--- config.mk ---
export PLATFORM = sky130hd
export DESIGN_NAME = hall_input_halfbridge_ctrl
export DESIGN_NICKNAME = d
export VERILOG_FILES = /design/src/core/hb_ctrl_pkg.sv /design/src/core/hall_input_halfbridge_ctrl.sv
export SDC_FILE = /design/constraint.sdc
export NUM_CORES = 1
export LEC_CHECK = 0
export ABC_AREA = 1
export BUFFER_PORTS_ARGS = -buffer_cell sky130_fd_sc_hd__buf_2
export CAP_MARGIN = 20
export CORE_ASPECT_RATIO = 1.25
export CORE_UTILIZATION = 52
export DETAILED_ROUTE_END_ITERATION = 7
export GPL_ROUTABILITY_DRIVEN = 0
export GPL_TIMING_DRIVEN = 0
export PLACE_DENSITY = 0.87
export SYNTH_ARGS = -nofsm -noshare
export SYNTH_HDL_FRONTEND = slang
export SYNTH_SLANG_ARGS = --single-unit
--- constraint.sdc ---
create_clock -name ref_clk -period 1.3 [get_ports ref_clk]
set_clock_uncertainty 0.2 [all_clocks]
set_input_delay 0.26 -clock ref_clk [delete_from_list [all_inputs] [get_ports ref_clk]]
set_output_delay 0.26 -clock ref_clk [all_outputs]
set_load 0.05 [all_outputs]
--- src/core/hb_ctrl_pkg.sv ---
// Purpose: Shared constants and types for the sensor, wake input and half-bridge control block.
// Assumes: Byte-wide registers reached over a plain strobe port.
// Notes: Offsets below the printed ones are coined for bits with no printed home.
package hb_ctrl_pkg;
    localparam int ADDR_W = 8;
    localparam int DATA_W = 8;
    localparam int NUM_BRIDGES = 4;
    // Printed offsets.
    localparam logic [7:0] ADDR_HB_OUT = 8'h01;
    localparam logic [7:0] ADDR_SENSOR_WAKE = 8'h07;
    // Coined offsets.
    localparam logic [7:0] ADDR_BRIDGE_STATUS = 8'h03;
    localparam logic [7:0] ADDR_SYSTEM_CONTROL = 8'h04;
    localparam logic [7:0] ADDR_IRQ_MASK = 8'h05;
    localparam logic [7:0] ADDR_IRQ_FLAGS = 8'h06;
    localparam logic [7:0] ADDR_ANALOG_MUX = 8'h08;
    // Sensor/wake register fields.
    localparam int SW_MODE_BIT = 0;
    localparam int SW_PULLUP_DIS_BIT = 1;
    localparam int SW_PORT_EN_BIT = 2;
    localparam int SW_STATE_BIT = 3;
    localparam int SW_OC_BIT = 4;
    localparam int SW_WAKE_STATE_BIT = 5;
    // Other fields.
    localparam int BS_RECIRC_BIT = 7;
    localparam int SC_POWER_STAGE_GENERAL_ENABLE_BIT = 0;
    localparam int IM_SENSOR_BIT = 0;
    localparam int IM_WAKE_BIT = 1;
    localparam int IF_SENSOR_BIT = 0;
    localparam int IF_WAKE_BIT = 1;
    localparam int AM_CSA_BIT = 4;
    localparam logic [7:0] RESET_BYTE = 8'h00;

    typedef enum logic [1:0] {
        MODE_RUN = 2'b00,
        MODE_STOP = 2'b01,
        MODE_SLEEP = 2'b10
    } power_mode_type;

    typedef enum logic [1:0] {
        BR_OFF = 2'b00,
        BR_LOW = 2'b01,
        BR_HIGH = 2'b10,
        BR_PWM = 2'b11
    } bridge_cfg_type;

    typedef struct packed {
        logic [ADDR_W-1:0] addr;
        logic [DATA_W-1:0] wdata;
        logic wr;
        logic rd;
    } reg_req_type;

    typedef struct packed {
        logic [NUM_BRIDGES-1:0] high_on;
        logic [NUM_BRIDGES-1:0] low_on;
    } gate_drive_type;
endpackage
--- src/core/hall_input_halfbridge_ctrl.sv ---
// Purpose: Sensor input, wake input and four half-bridge control logic with register port.
// Assumes: Pin levels arrive as inputs; gate-off indications come from the analog stages.
// Notes: One clock domain; pins are resynchronised before any edge logic.
//
// Functional notes
// Mode bit: 1 selects 2-pin Hall sensing, 0 plain input; reset clears.
// Pull-up disable bit: 1 disconnects pull-up, 0 keeps it; reset clears.
// Hall circuitry powered and sensed only while enable bit is 1.
// Read-only sensor state flag shows sensed level or current below threshold.
// Over-current in Hall mode sets sticky flag; write 1 or reset clears.
// In RUN, any change of sensor state sets the sensor interrupt flag.
// Sensor interrupt works only in RUN, in either input mode.
// Sensor interrupt forwarded only when its mask enable bit is set.
// Read-only wake state flag shows current wake input level.
// In RUN, both wake edges raise an interrupt gated by its enable.
// Wake level captured entering STOP/SLEEP; a later difference starts wake-up.
// Reset clears all half-bridge control bits, all stages off.
// Stages driven only while the general power enable is set.
// Bit pair decode: off, low on, high on, high side PWM.
// High and low side of one bridge are never on together.
// In PWM mode high side follows the external PWM input.
// Recirculation bit set turns low side on while PWM high side off.
// Recirculation bit clear keeps low side off; diode freewheels; reset clears.
// Break-before-make: each side waits until the opposing gate is off.
// Current-sense gain select: 1 low resolution, 0 high resolution.
// Sensor and wake inputs pass two-flop synchronisers before edge logic.
// Pending turn-on held until the opposing gate-off status is asserted.
//
// Implementation choice: strobed register access.
`timescale 1ns/10ps
module hall_input_halfbridge_ctrl #(
    parameter int NUM_HB = hb_ctrl_pkg::NUM_BRIDGES
) (
    input wire logic ref_clk,
    input wire logic rstn,
    input wire hb_ctrl_pkg::reg_req_type reg_req,
    output logic [hb_ctrl_pkg::DATA_W-1:0] reg_rdata,
    input wire hb_ctrl_pkg::power_mode_type power_mode,
    input wire logic sensor_input_pin,
    input wire logic sensor_overcurrent,
    input wire logic wake_input_pin,
    input wire logic pwm_in,
    input wire logic [NUM_HB-1:0] high_gate_off,
    input wire logic [NUM_HB-1:0] low_gate_off,
    output hb_ctrl_pkg::gate_drive_type gate_drive,
    output logic sensor_hall_mode,
    output logic sensor_pullup_on,
    output logic sensor_port_on,
    output logic sense_amp_low_res,
    output logic sensor_irq,
    output logic wake_irq,
    output logic wake_request
);
    import hb_ctrl_pkg::*;

    // ********************************************************
    // Register state
    // ********************************************************
    logic [7:0] hb_out_r;
    logic sensor_mode_select_r;
    logic sensor_pullup_disable_r;
    logic sensor_port_enable_r;
    logic sensor_overcurrent_flag_r;
    logic recirculation_mode_select_r;
    logic power_stage_general_enable_r;
    logic sensor_interrupt_enable_r;
    logic wake_input_interrupt_enable_r;
    logic sensor_interrupt_flag_r;
    logic wake_interrupt_flag_r;
    logic sense_amplification_select_r;
    logic [3:0] mux_source_r;
    logic [1:0] sensor_sync_r;
    logic [1:0] wake_sync_r;
    logic sensor_state_prev_r;
    logic wake_state_prev_r;
    logic wake_captured_r;
    logic low_power_r;
    logic [NUM_HB-1:0] high_on_r;
    logic [NUM_HB-1:0] low_on_r;
    logic sensor_state_flag;
    logic wake_input_state_flag;
    logic is_run;
    logic wr_sw;
    logic wr_if;

    function automatic logic hit(input reg_req_type r, input logic [7:0] a);
        return r.addr == a;
    endfunction

    assign is_run = (power_mode == MODE_RUN);
    assign wr_sw = reg_req.wr && hit(reg_req, ADDR_SENSOR_WAKE);
    assign wr_if = reg_req.wr && hit(reg_req, ADDR_IRQ_FLAGS);

    // ********************************************************
    // Input synchronisers
    // ********************************************************
    always_ff @(posedge ref_clk or negedge rstn) begin
        if (!rstn) begin
            sensor_sync_r <= 2'h3; // Idles high like the pulled-up pin, so reset gives no false edge.
        end else begin
            sensor_sync_r <= {sensor_sync_r[0], sensor_input_pin};
        end
    end

    always_ff @(posedge ref_clk or negedge rstn) begin
        if (!rstn) begin
            wake_sync_r <= 2'h0;
        end else begin
            wake_sync_r <= {wake_sync_r[0], wake_input_pin};
        end
    end

    // Disabled Hall port reads as idle high, the pulled-up level.
    assign sensor_state_flag = (sensor_mode_select_r && !sensor_port_enable_r) ? 1'b1 : sensor_sync_r[1];
    assign wake_input_state_flag = wake_sync_r[1];

    // ********************************************************
    // Software-written control bits
    // ********************************************************
    always_ff @(posedge ref_clk or negedge rstn) begin
        if (!rstn) begin
            hb_out_r <= RESET_BYTE;
        end else if (reg_req.wr && hit(reg_req, ADDR_HB_OUT)) begin
            hb_out_r <= reg_req.wdata;
        end
    end

    always_ff @(posedge ref_clk or negedge rstn) begin
        if (!rstn) begin
            sensor_mode_select_r <= 1'b0;
            sensor_pullup_disable_r <= 1'b0;
            sensor_port_enable_r <= 1'b0;
        end else if (wr_sw) begin
            sensor_mode_select_r <= reg_req.wdata[SW_MODE_BIT];
            sensor_pullup_disable_r <= reg_req.wdata[SW_PULLUP_DIS_BIT];
            sensor_port_enable_r <= reg_req.wdata[SW_PORT_EN_BIT];
        end
    end

    always_ff @(posedge ref_clk or negedge rstn) begin
        if (!rstn) begin
            recirculation_mode_select_r <= 1'b0;
        end else if (reg_req.wr && hit(reg_req, ADDR_BRIDGE_STATUS)) begin
            recirculation_mode_select_r <= reg_req.wdata[BS_RECIRC_BIT];
        end
    end

    always_ff @(posedge ref_clk or negedge rstn) begin
        if (!rstn) begin
            power_stage_general_enable_r <= 1'b0;
        end else if (reg_req.wr && hit(reg_req, ADDR_SYSTEM_CONTROL)) begin
            power_stage_general_enable_r <= reg_req.wdata[SC_POWER_STAGE_GENERAL_ENABLE_BIT];
        end
    end

    always_ff @(posedge ref_clk or negedge rstn) begin
        if (!rstn) begin
            sensor_interrupt_enable_r <= 1'b0;
            wake_input_interrupt_enable_r <= 1'b0;
        end else if (reg_req.wr && hit(reg_req, ADDR_IRQ_MASK)) begin
            sensor_interrupt_enable_r <= reg_req.wdata[IM_SENSOR_BIT];
            wake_input_interrupt_enable_r <= reg_req.wdata[IM_WAKE_BIT];
        end
    end

    always_ff @(posedge ref_clk or negedge rstn) begin
        if (!rstn) begin
            sense_amplification_select_r <= 1'b0;
            mux_source_r <= 4'h0;
        end else if (reg_req.wr && hit(reg_req, ADDR_ANALOG_MUX)) begin
            sense_amplification_select_r <= reg_req.wdata[AM_CSA_BIT];
            mux_source_r <= reg_req.wdata[3:0];
        end
    end

    // ********************************************************
    // Sticky flags: a set in the clear cycle wins
    // ********************************************************
    always_ff @(posedge ref_clk or negedge rstn) begin
        if (!rstn) begin
            sensor_overcurrent_flag_r <= 1'b0;
        end else if (sensor_mode_select_r && sensor_port_enable_r && sensor_overcurrent) begin
            sensor_overcurrent_flag_r <= 1'b1;
        end else if (wr_sw && reg_req.wdata[SW_OC_BIT]) begin
            sensor_overcurrent_flag_r <= 1'b0;
        end
    end

    always_ff @(posedge ref_clk or negedge rstn) begin
        if (!rstn) begin
            sensor_state_prev_r <= 1'b1;
        end else begin
            sensor_state_prev_r <= sensor_state_flag;
        end
    end

    always_ff @(posedge ref_clk or negedge rstn) begin
        if (!rstn) begin
            wake_state_prev_r <= 1'b0;
        end else begin
            wake_state_prev_r <= wake_input_state_flag;
        end
    end

    always_ff @(posedge ref_clk or negedge rstn) begin
        if (!rstn) begin
            sensor_interrupt_flag_r <= 1'b0;
        end else if (is_run && (sensor_state_flag != sensor_state_prev_r)) begin
            sensor_interrupt_flag_r <= 1'b1;
        end else if (wr_if && reg_req.wdata[IF_SENSOR_BIT]) begin
            sensor_interrupt_flag_r <= 1'b0;
        end
    end

    always_ff @(posedge ref_clk or negedge rstn) begin
        if (!rstn) begin
            wake_interrupt_flag_r <= 1'b0;
        end else if (is_run && (wake_input_state_flag != wake_state_prev_r)) begin
            wake_interrupt_flag_r <= 1'b1;
        end else if (wr_if && reg_req.wdata[IF_WAKE_BIT]) begin
            wake_interrupt_flag_r <= 1'b0;
        end
    end

    always_ff @(posedge ref_clk or negedge rstn) begin
        if (!rstn) begin
            sensor_irq <= 1'b0;
        end else begin
            sensor_irq <= sensor_interrupt_flag_r && sensor_interrupt_enable_r;
        end
    end

    always_ff @(posedge ref_clk or negedge rstn) begin
        if (!rstn) begin
            wake_irq <= 1'b0;
        end else begin
            wake_irq <= wake_interrupt_flag_r && wake_input_interrupt_enable_r;
        end
    end

    // ********************************************************
    // Low-power wake-up
    // ********************************************************
    always_ff @(posedge ref_clk or negedge rstn) begin
        if (!rstn) begin
            low_power_r <= 1'b0;
            wake_captured_r <= 1'b0;
            wake_request <= 1'b0;
        end else begin
            low_power_r <= !is_run;
            if (is_run) begin
                wake_request <= 1'b0;
            end else if (!low_power_r) begin
                wake_captured_r <= wake_input_state_flag;
            end else if (wake_input_state_flag != wake_captured_r) begin
                wake_request <= 1'b1;
            end
        end
    end

    // ********************************************************
    // Half-bridge drive with break-before-make
    // ********************************************************
    // A request that is blocked stays pending because it is re-evaluated every cycle.
    always_ff @(posedge ref_clk or negedge rstn) begin
        if (!rstn) begin
            high_on_r <= '0;
            low_on_r <= '0;
        end else begin
            for (int i = 0; i < NUM_HB; i++) begin
                logic want_high;
                logic want_low;
                bridge_cfg_type cfg;
                want_high = 1'b0;
                want_low = 1'b0;
                cfg = bridge_cfg_type'({hb_out_r[2*i+1], hb_out_r[2*i]});
                case (cfg)
                    BR_OFF: ;
                    BR_LOW: want_low = 1'b1;
                    BR_HIGH: want_high = 1'b1;
                    BR_PWM: begin
                        want_high = pwm_in;
                        want_low = !pwm_in && recirculation_mode_select_r;
                    end
                    default: ;
                endcase
                if (!power_stage_general_enable_r) begin
                    want_high = 1'b0;
                    want_low = 1'b0;
                end
                high_on_r[i] <= want_high && !low_on_r[i] && low_gate_off[i];
                low_on_r[i] <= want_low && !high_on_r[i] && high_gate_off[i];
            end
        end
    end

    assign gate_drive.high_on = high_on_r;
    assign gate_drive.low_on = low_on_r;

    always_ff @(posedge ref_clk or negedge rstn) begin
        if (!rstn) begin
            sensor_hall_mode <= 1'b0;
        end else begin
            sensor_hall_mode <= sensor_mode_select_r;
        end
    end

    always_ff @(posedge ref_clk or negedge rstn) begin
        if (!rstn) begin
            sensor_pullup_on <= 1'b1;
        end else begin
            sensor_pullup_on <= !sensor_pullup_disable_r;
        end
    end

    always_ff @(posedge ref_clk or negedge rstn) begin
        if (!rstn) begin
            sensor_port_on <= 1'b0;
        end else begin
            sensor_port_on <= sensor_mode_select_r && sensor_port_enable_r;
        end
    end

    always_ff @(posedge ref_clk or negedge rstn) begin
        if (!rstn) begin
            sense_amp_low_res <= 1'b0;
        end else begin
            sense_amp_low_res <= sense_amplification_select_r;
        end
    end

    // ********************************************************
    // Read port
    // ********************************************************
    always_ff @(posedge ref_clk or negedge rstn) begin
        if (!rstn) begin
            reg_rdata <= 8'h00;
        end else if (reg_req.rd) begin
            case (reg_req.addr)
                ADDR_HB_OUT: reg_rdata <= hb_out_r;
                ADDR_SENSOR_WAKE: reg_rdata <= {2'h0, wake_input_state_flag, sensor_overcurrent_flag_r,
                    sensor_state_flag, sensor_port_enable_r, sensor_pullup_disable_r, sensor_mode_select_r};
                ADDR_BRIDGE_STATUS: reg_rdata <= {recirculation_mode_select_r, 7'h00};
                ADDR_SYSTEM_CONTROL: reg_rdata <= {7'h00, power_stage_general_enable_r};
                ADDR_IRQ_MASK: reg_rdata <= {6'h00, wake_input_interrupt_enable_r, sensor_interrupt_enable_r};
                ADDR_IRQ_FLAGS: reg_rdata <= {6'h00, wake_interrupt_flag_r, sensor_interrupt_flag_r};
                ADDR_ANALOG_MUX: reg_rdata <= {3'h0, sense_amplification_select_r, mux_source_r};
                default: reg_rdata <= 8'h00;
            endcase
        end else begin
            reg_rdata <= 8'h00;
        end
    end
endmodule // hall_input_halfbridge_ctrl

Word-level counts from Yosys, hierarchy flattened
Cells that the tools add are included.

Output and inout port bits: 23. Input bits: 34. Word-level logic and storage cells: 135. Register bits after elaboration: 54.

Equal/unequal tests: 22. Bitwise gates (word level): 2. Muxes and demuxes: 28. Reductions and logical operators: 54.

Operators with widths (count): case mux 8 bit (7 select lines) (1); logical AND 1 bit (34); == test 8 x 3 -> 1 bit, second input constant (4); 2-to-1 mux 1 bit (18); == test 2 bit, second input constant (8); case mux 1 bit (2 select lines) (8); logical NOT 1 bit (12); nonzero test 2 bit (5); == test 2 x 1 -> 1 bit, second input constant (4); == test 8 x 1 -> 1 bit, second input constant (1); == test 8 x 2 -> 1 bit, second input constant (1); == test 8 x 4 -> 1 bit, second input constant (1); 2-to-1 mux 8 bit (1); AND reduction 2 bit (2); != test 1 bit (3); logical NOT 2 bit (1); inverter 1 bit (2).

Depth between registers and ports, before layout
Word-level depth: 6. Gate-level depth with buffers: 9. Depth with buffers taken out: 9.

Worst setup path before layout
No wires, ideal clock.

Path kind: input-to-reg. Start point: input reg_req[15] (netlist name). End point: register hb_out_r[4]. Setup slack: -0.033 ns. Stages: 9. Data arrival time: 1.015 ns. Setup time: 0.117 ns. Cell sequence: inv_1 > nand2_2 > nor2_8 > nand2_2 > inv_4 > nand2_4 > buf_6 > nand2_1 > o21ai_2.

Cells in the longest elaborated chain, start to end: 2.

Ends and longest elaborated chain: start, declared (line hall_input_halfbridge_ctrl.sv:36) `input wire hb_ctrl_pkg::reg_req_type reg_req,`; == test 8 x 1 -> 1 bit (line hall_input_halfbridge_ctrl.sv:87) `return r.addr == a;`; logical AND 1 bit (line hall_input_halfbridge_ctrl.sv:123) `end else if (reg_req.wr && hit(reg_req, ADDR_HB_OUT)) begin`; end signal, assigned (line hall_input_halfbridge_ctrl.sv:124) `hb_out_r <= reg_req.wdata;`; end, declared (line hall_input_halfbridge_ctrl.sv:59) `logic [7:0] hb_out_r;`.

Every way passes these cells. A chain may end at the register's enable or synchronous reset.

Worst setup path after layout
Start point: register sensor_pullup_on. End point: output sensor_pullup_on.

RTL lines: start, declared (line hall_input_halfbridge_ctrl.sv:47) `output logic sensor_pullup_on,`; start signal, assigned (line hall_input_halfbridge_ctrl.sv:312) `sensor_pullup_on <= !sensor_pullup_disable_r;`.

No word-level cell between the ends.

==> metrics.yaml <==
run_status:
  status: "finished with violations"
  violations: "negative hold slack, negative setup slack"
final_layout:
  drive_above_1_share_pct: 32.5
  utilization_pct: 73.9
  register_area_um2: 1360
  multi_input_area_um2: 800
  diodes: 0
  synthToLayoutAreaGrowth_pct: 32.6
  finalNonFillerCells: 385
  n_fill_cell: 293
  nets: 362
logic_synthesis:
  synth_xor_area_share_pct: 0
  yosysTopAreaCell: "dfrtp_1"
  synth_top_family_by_area: "simple AND/OR/NAND/NOR gates"
  synth_edf_count: 0
  synth.yosys.warnings: 0
  ys_seq_area_share_pct: 58.0
  postSynthCellCount: 252
  synth-seq-cells: 54
  synthTopCellsByArea: "dfrtp_1 54%, nand2_1 9.3%, inv_1 5.5%"
  synth_common_cells: "58 x nand2_1, 50 x dfrtp_1, 34 x inv_1"
  synth_adder_area_share_pct: 0
  yosys.area.top_type_share_pct: 53.5
  synthFlopType: "dfrtp_1"
  synth_fp_nets: 286
  synth.area.mux_share_pct: 0
  synth_area_um2: 2340
  avgSynthCellArea_um2: 9.28
  yosys.area_share.simple_pct: 24.0
  synth_compound_area_share_pct: 9.63
  synth.most_common_cell: "nand2_1"
  ys_async_sr_fraction_pct: 100
  ys_types: 28
floorplan:
  ios: 57
  rows: 26
  die_h_um: 77.0
  start_util_pct: 55.7
  core_um2: 4200
  die_x_um: 62.0
  dieArea_um2: 4770
route:
  dr.pass1.iters: 4
  vias: 2003
  ant_nets: 0
  via_per_inst: 5.20
  drtIter0Drc: 98
  route.detailed.drc: 0
  routedWlPerCell_um: 13.7
  totalWireLength_um: 5270
setup_path:
  critPathArrivalTime_ns: 0.99
  crit_path_start_kind: "register"
  critPathKind: "register to output port"
  path_delay_family: "flip-flops"
  reg2reg_from: "power_stage_general_enable_r"
  required_ns: 0.84
  crit_chain: "buf_6"
  worst_setup_path_end_kind: "output port"
  path_buf_inv: 1
  crit_start: "sensor_pullup_on"
  cpPeakStageDelay_ns: 0.54
  crit_path_max_fanout: 1
  cp_slowest_cell: "dfstp_2"
sta:
  rsz0062_at_grt: "true"
  setup_viol: 16
  worst_pin_slew_ns: 0.627
  hold_violations: 27
  max_slew_margin_pct: 58.2
  hold-worst-slack_ns: -0.241
  fmax_ghz: 0.689
  drv_slew: 0
  finalCritPeriodShare_pct: 112
  layout_min_cycle_time_ns: 1.45
  layout_setup_ws_ns: -0.152
  fin_setup_tns_ns: -0.433
clocking:
  clk_latency_ns: 0.31
  tritoncts: "yes"
  numCtsBuffers: 5
  path_clk_slew_ns: 0.09
  clock_sinks: 54
  cts.path.max_buffers: 2
  cts-root-buf: "clkbuf_8"
  postCtsHoldBufs: 10
  h-tree-depth: 2
min_path:
  hp-class: "input pin to async pin"
global_routing:
  grt_overflow: 0
  grt_max_degree: 29
  antenna_found_initial: 0
  grt_pass1_wl_um: 8850
  grt_pass1_vias: 2042
  track_usage_pct: 25.3
placement:
  dp_hpwl_um: 3660
  place_inst: 364
  place_ws_ns: -0.227
  port_buffers: 55
power:
  leakagePower_nw: 1.61
  ir_worst_vdd_mv: 0.848
  p_per_area_nw_per_um2: 1070
run:
  cap_violations: 0
-- timing repair --
item / in CTS / in global routing
setup buffers: 1 / 3
hold endpoints to repair: 37 / 27
gates resized for setup: 46 / 2
setup endpoints to repair: 26 / 28
pin swaps: 0 / 1
-- cells in the final DEF (no fill, tap or decap), types with 7 or more instances in the layout --
master          n
nand2_1        56
dfrtp_1        49
buf_2          33
inv_1          32
buf_6          24
nand3_1        22
a21oi_1        14
o21ai_0        10
dlygate4sd3_1  10
nor2_1          8
nand4_1         8
nand2_2         7
-- sequential cells by signal, indices dropped and copies added, names as in the netlist, 2 cells and up --
register / cells
high_on_r: 4
hb_out_r: 8
mux_source_r: 4
wake_sync_r: 2
reg_rdata: 8
low_on_r: 4
sensor_sync_r: 2
-- path summary, 6_finish.rpt --
path                                endpoint  slack [ns]  cells after the start
hold / removal             wake_state_prev_r       -0.24                      1
min in group ref_clk            high_on_r[0]           0                      3
setup reg to reg                reg_rdata[0]        0.05                      4
setup / recovery            sensor_pullup_on       -0.15                      1
hold reg to reg               wake_sync_r[1]        0.16                      0
max in group asynchronous   sensor_sync_r[1]        0.50                      2
-- where the power goes --
group	internal (mW)	switching (mW)	total, mW
registers	1.76	0.0681	1.83
logic	0.151	0.232	0.383
clock network	0.575	0.519	1.09
-- metrics by stage --
step / instance area (um2) / total power [mW]
floorplan: 2350 / 2.03
global placement: 2700 / 2.17
detailed placement: 2720 / 2.19
CTS: 3080 / 3.31
global route: 3100 / 3.44
finish: 3100 / 3.31
-- kinds of logic (layout without fill, tap and decap cells) --
logic type,Yosys count,in the layout
AOI/OAI and AO/OA,39,39
buffers and inverters,45,122
DFF,54,54
and+or+nand+nor,114,114
-- cell type report --
cell class / instances / area share [%]
Sequential cell: 54 / 43.8
Inverter: 39 / 4.80
Clock inverter: 2 / 1.21
Buffer: 5 / 1.49
Timing Repair Buffer: 70 / 18.4
Multi-Input combinational cell: 153 / 25.8
Clock buffer: 6 / 2.34
Tap cell: 56 / 2.26
-- metal layers --
layer  vias up  track usage (%)  share of wire, %
met2        80             43.2                56
met1       956             29.5                36
met4         0             11.6               1.8
li1        955                -                 -
met3        12             4.55               5.3
met5         -                0                 0
Power figures use the tool's default switching activity.
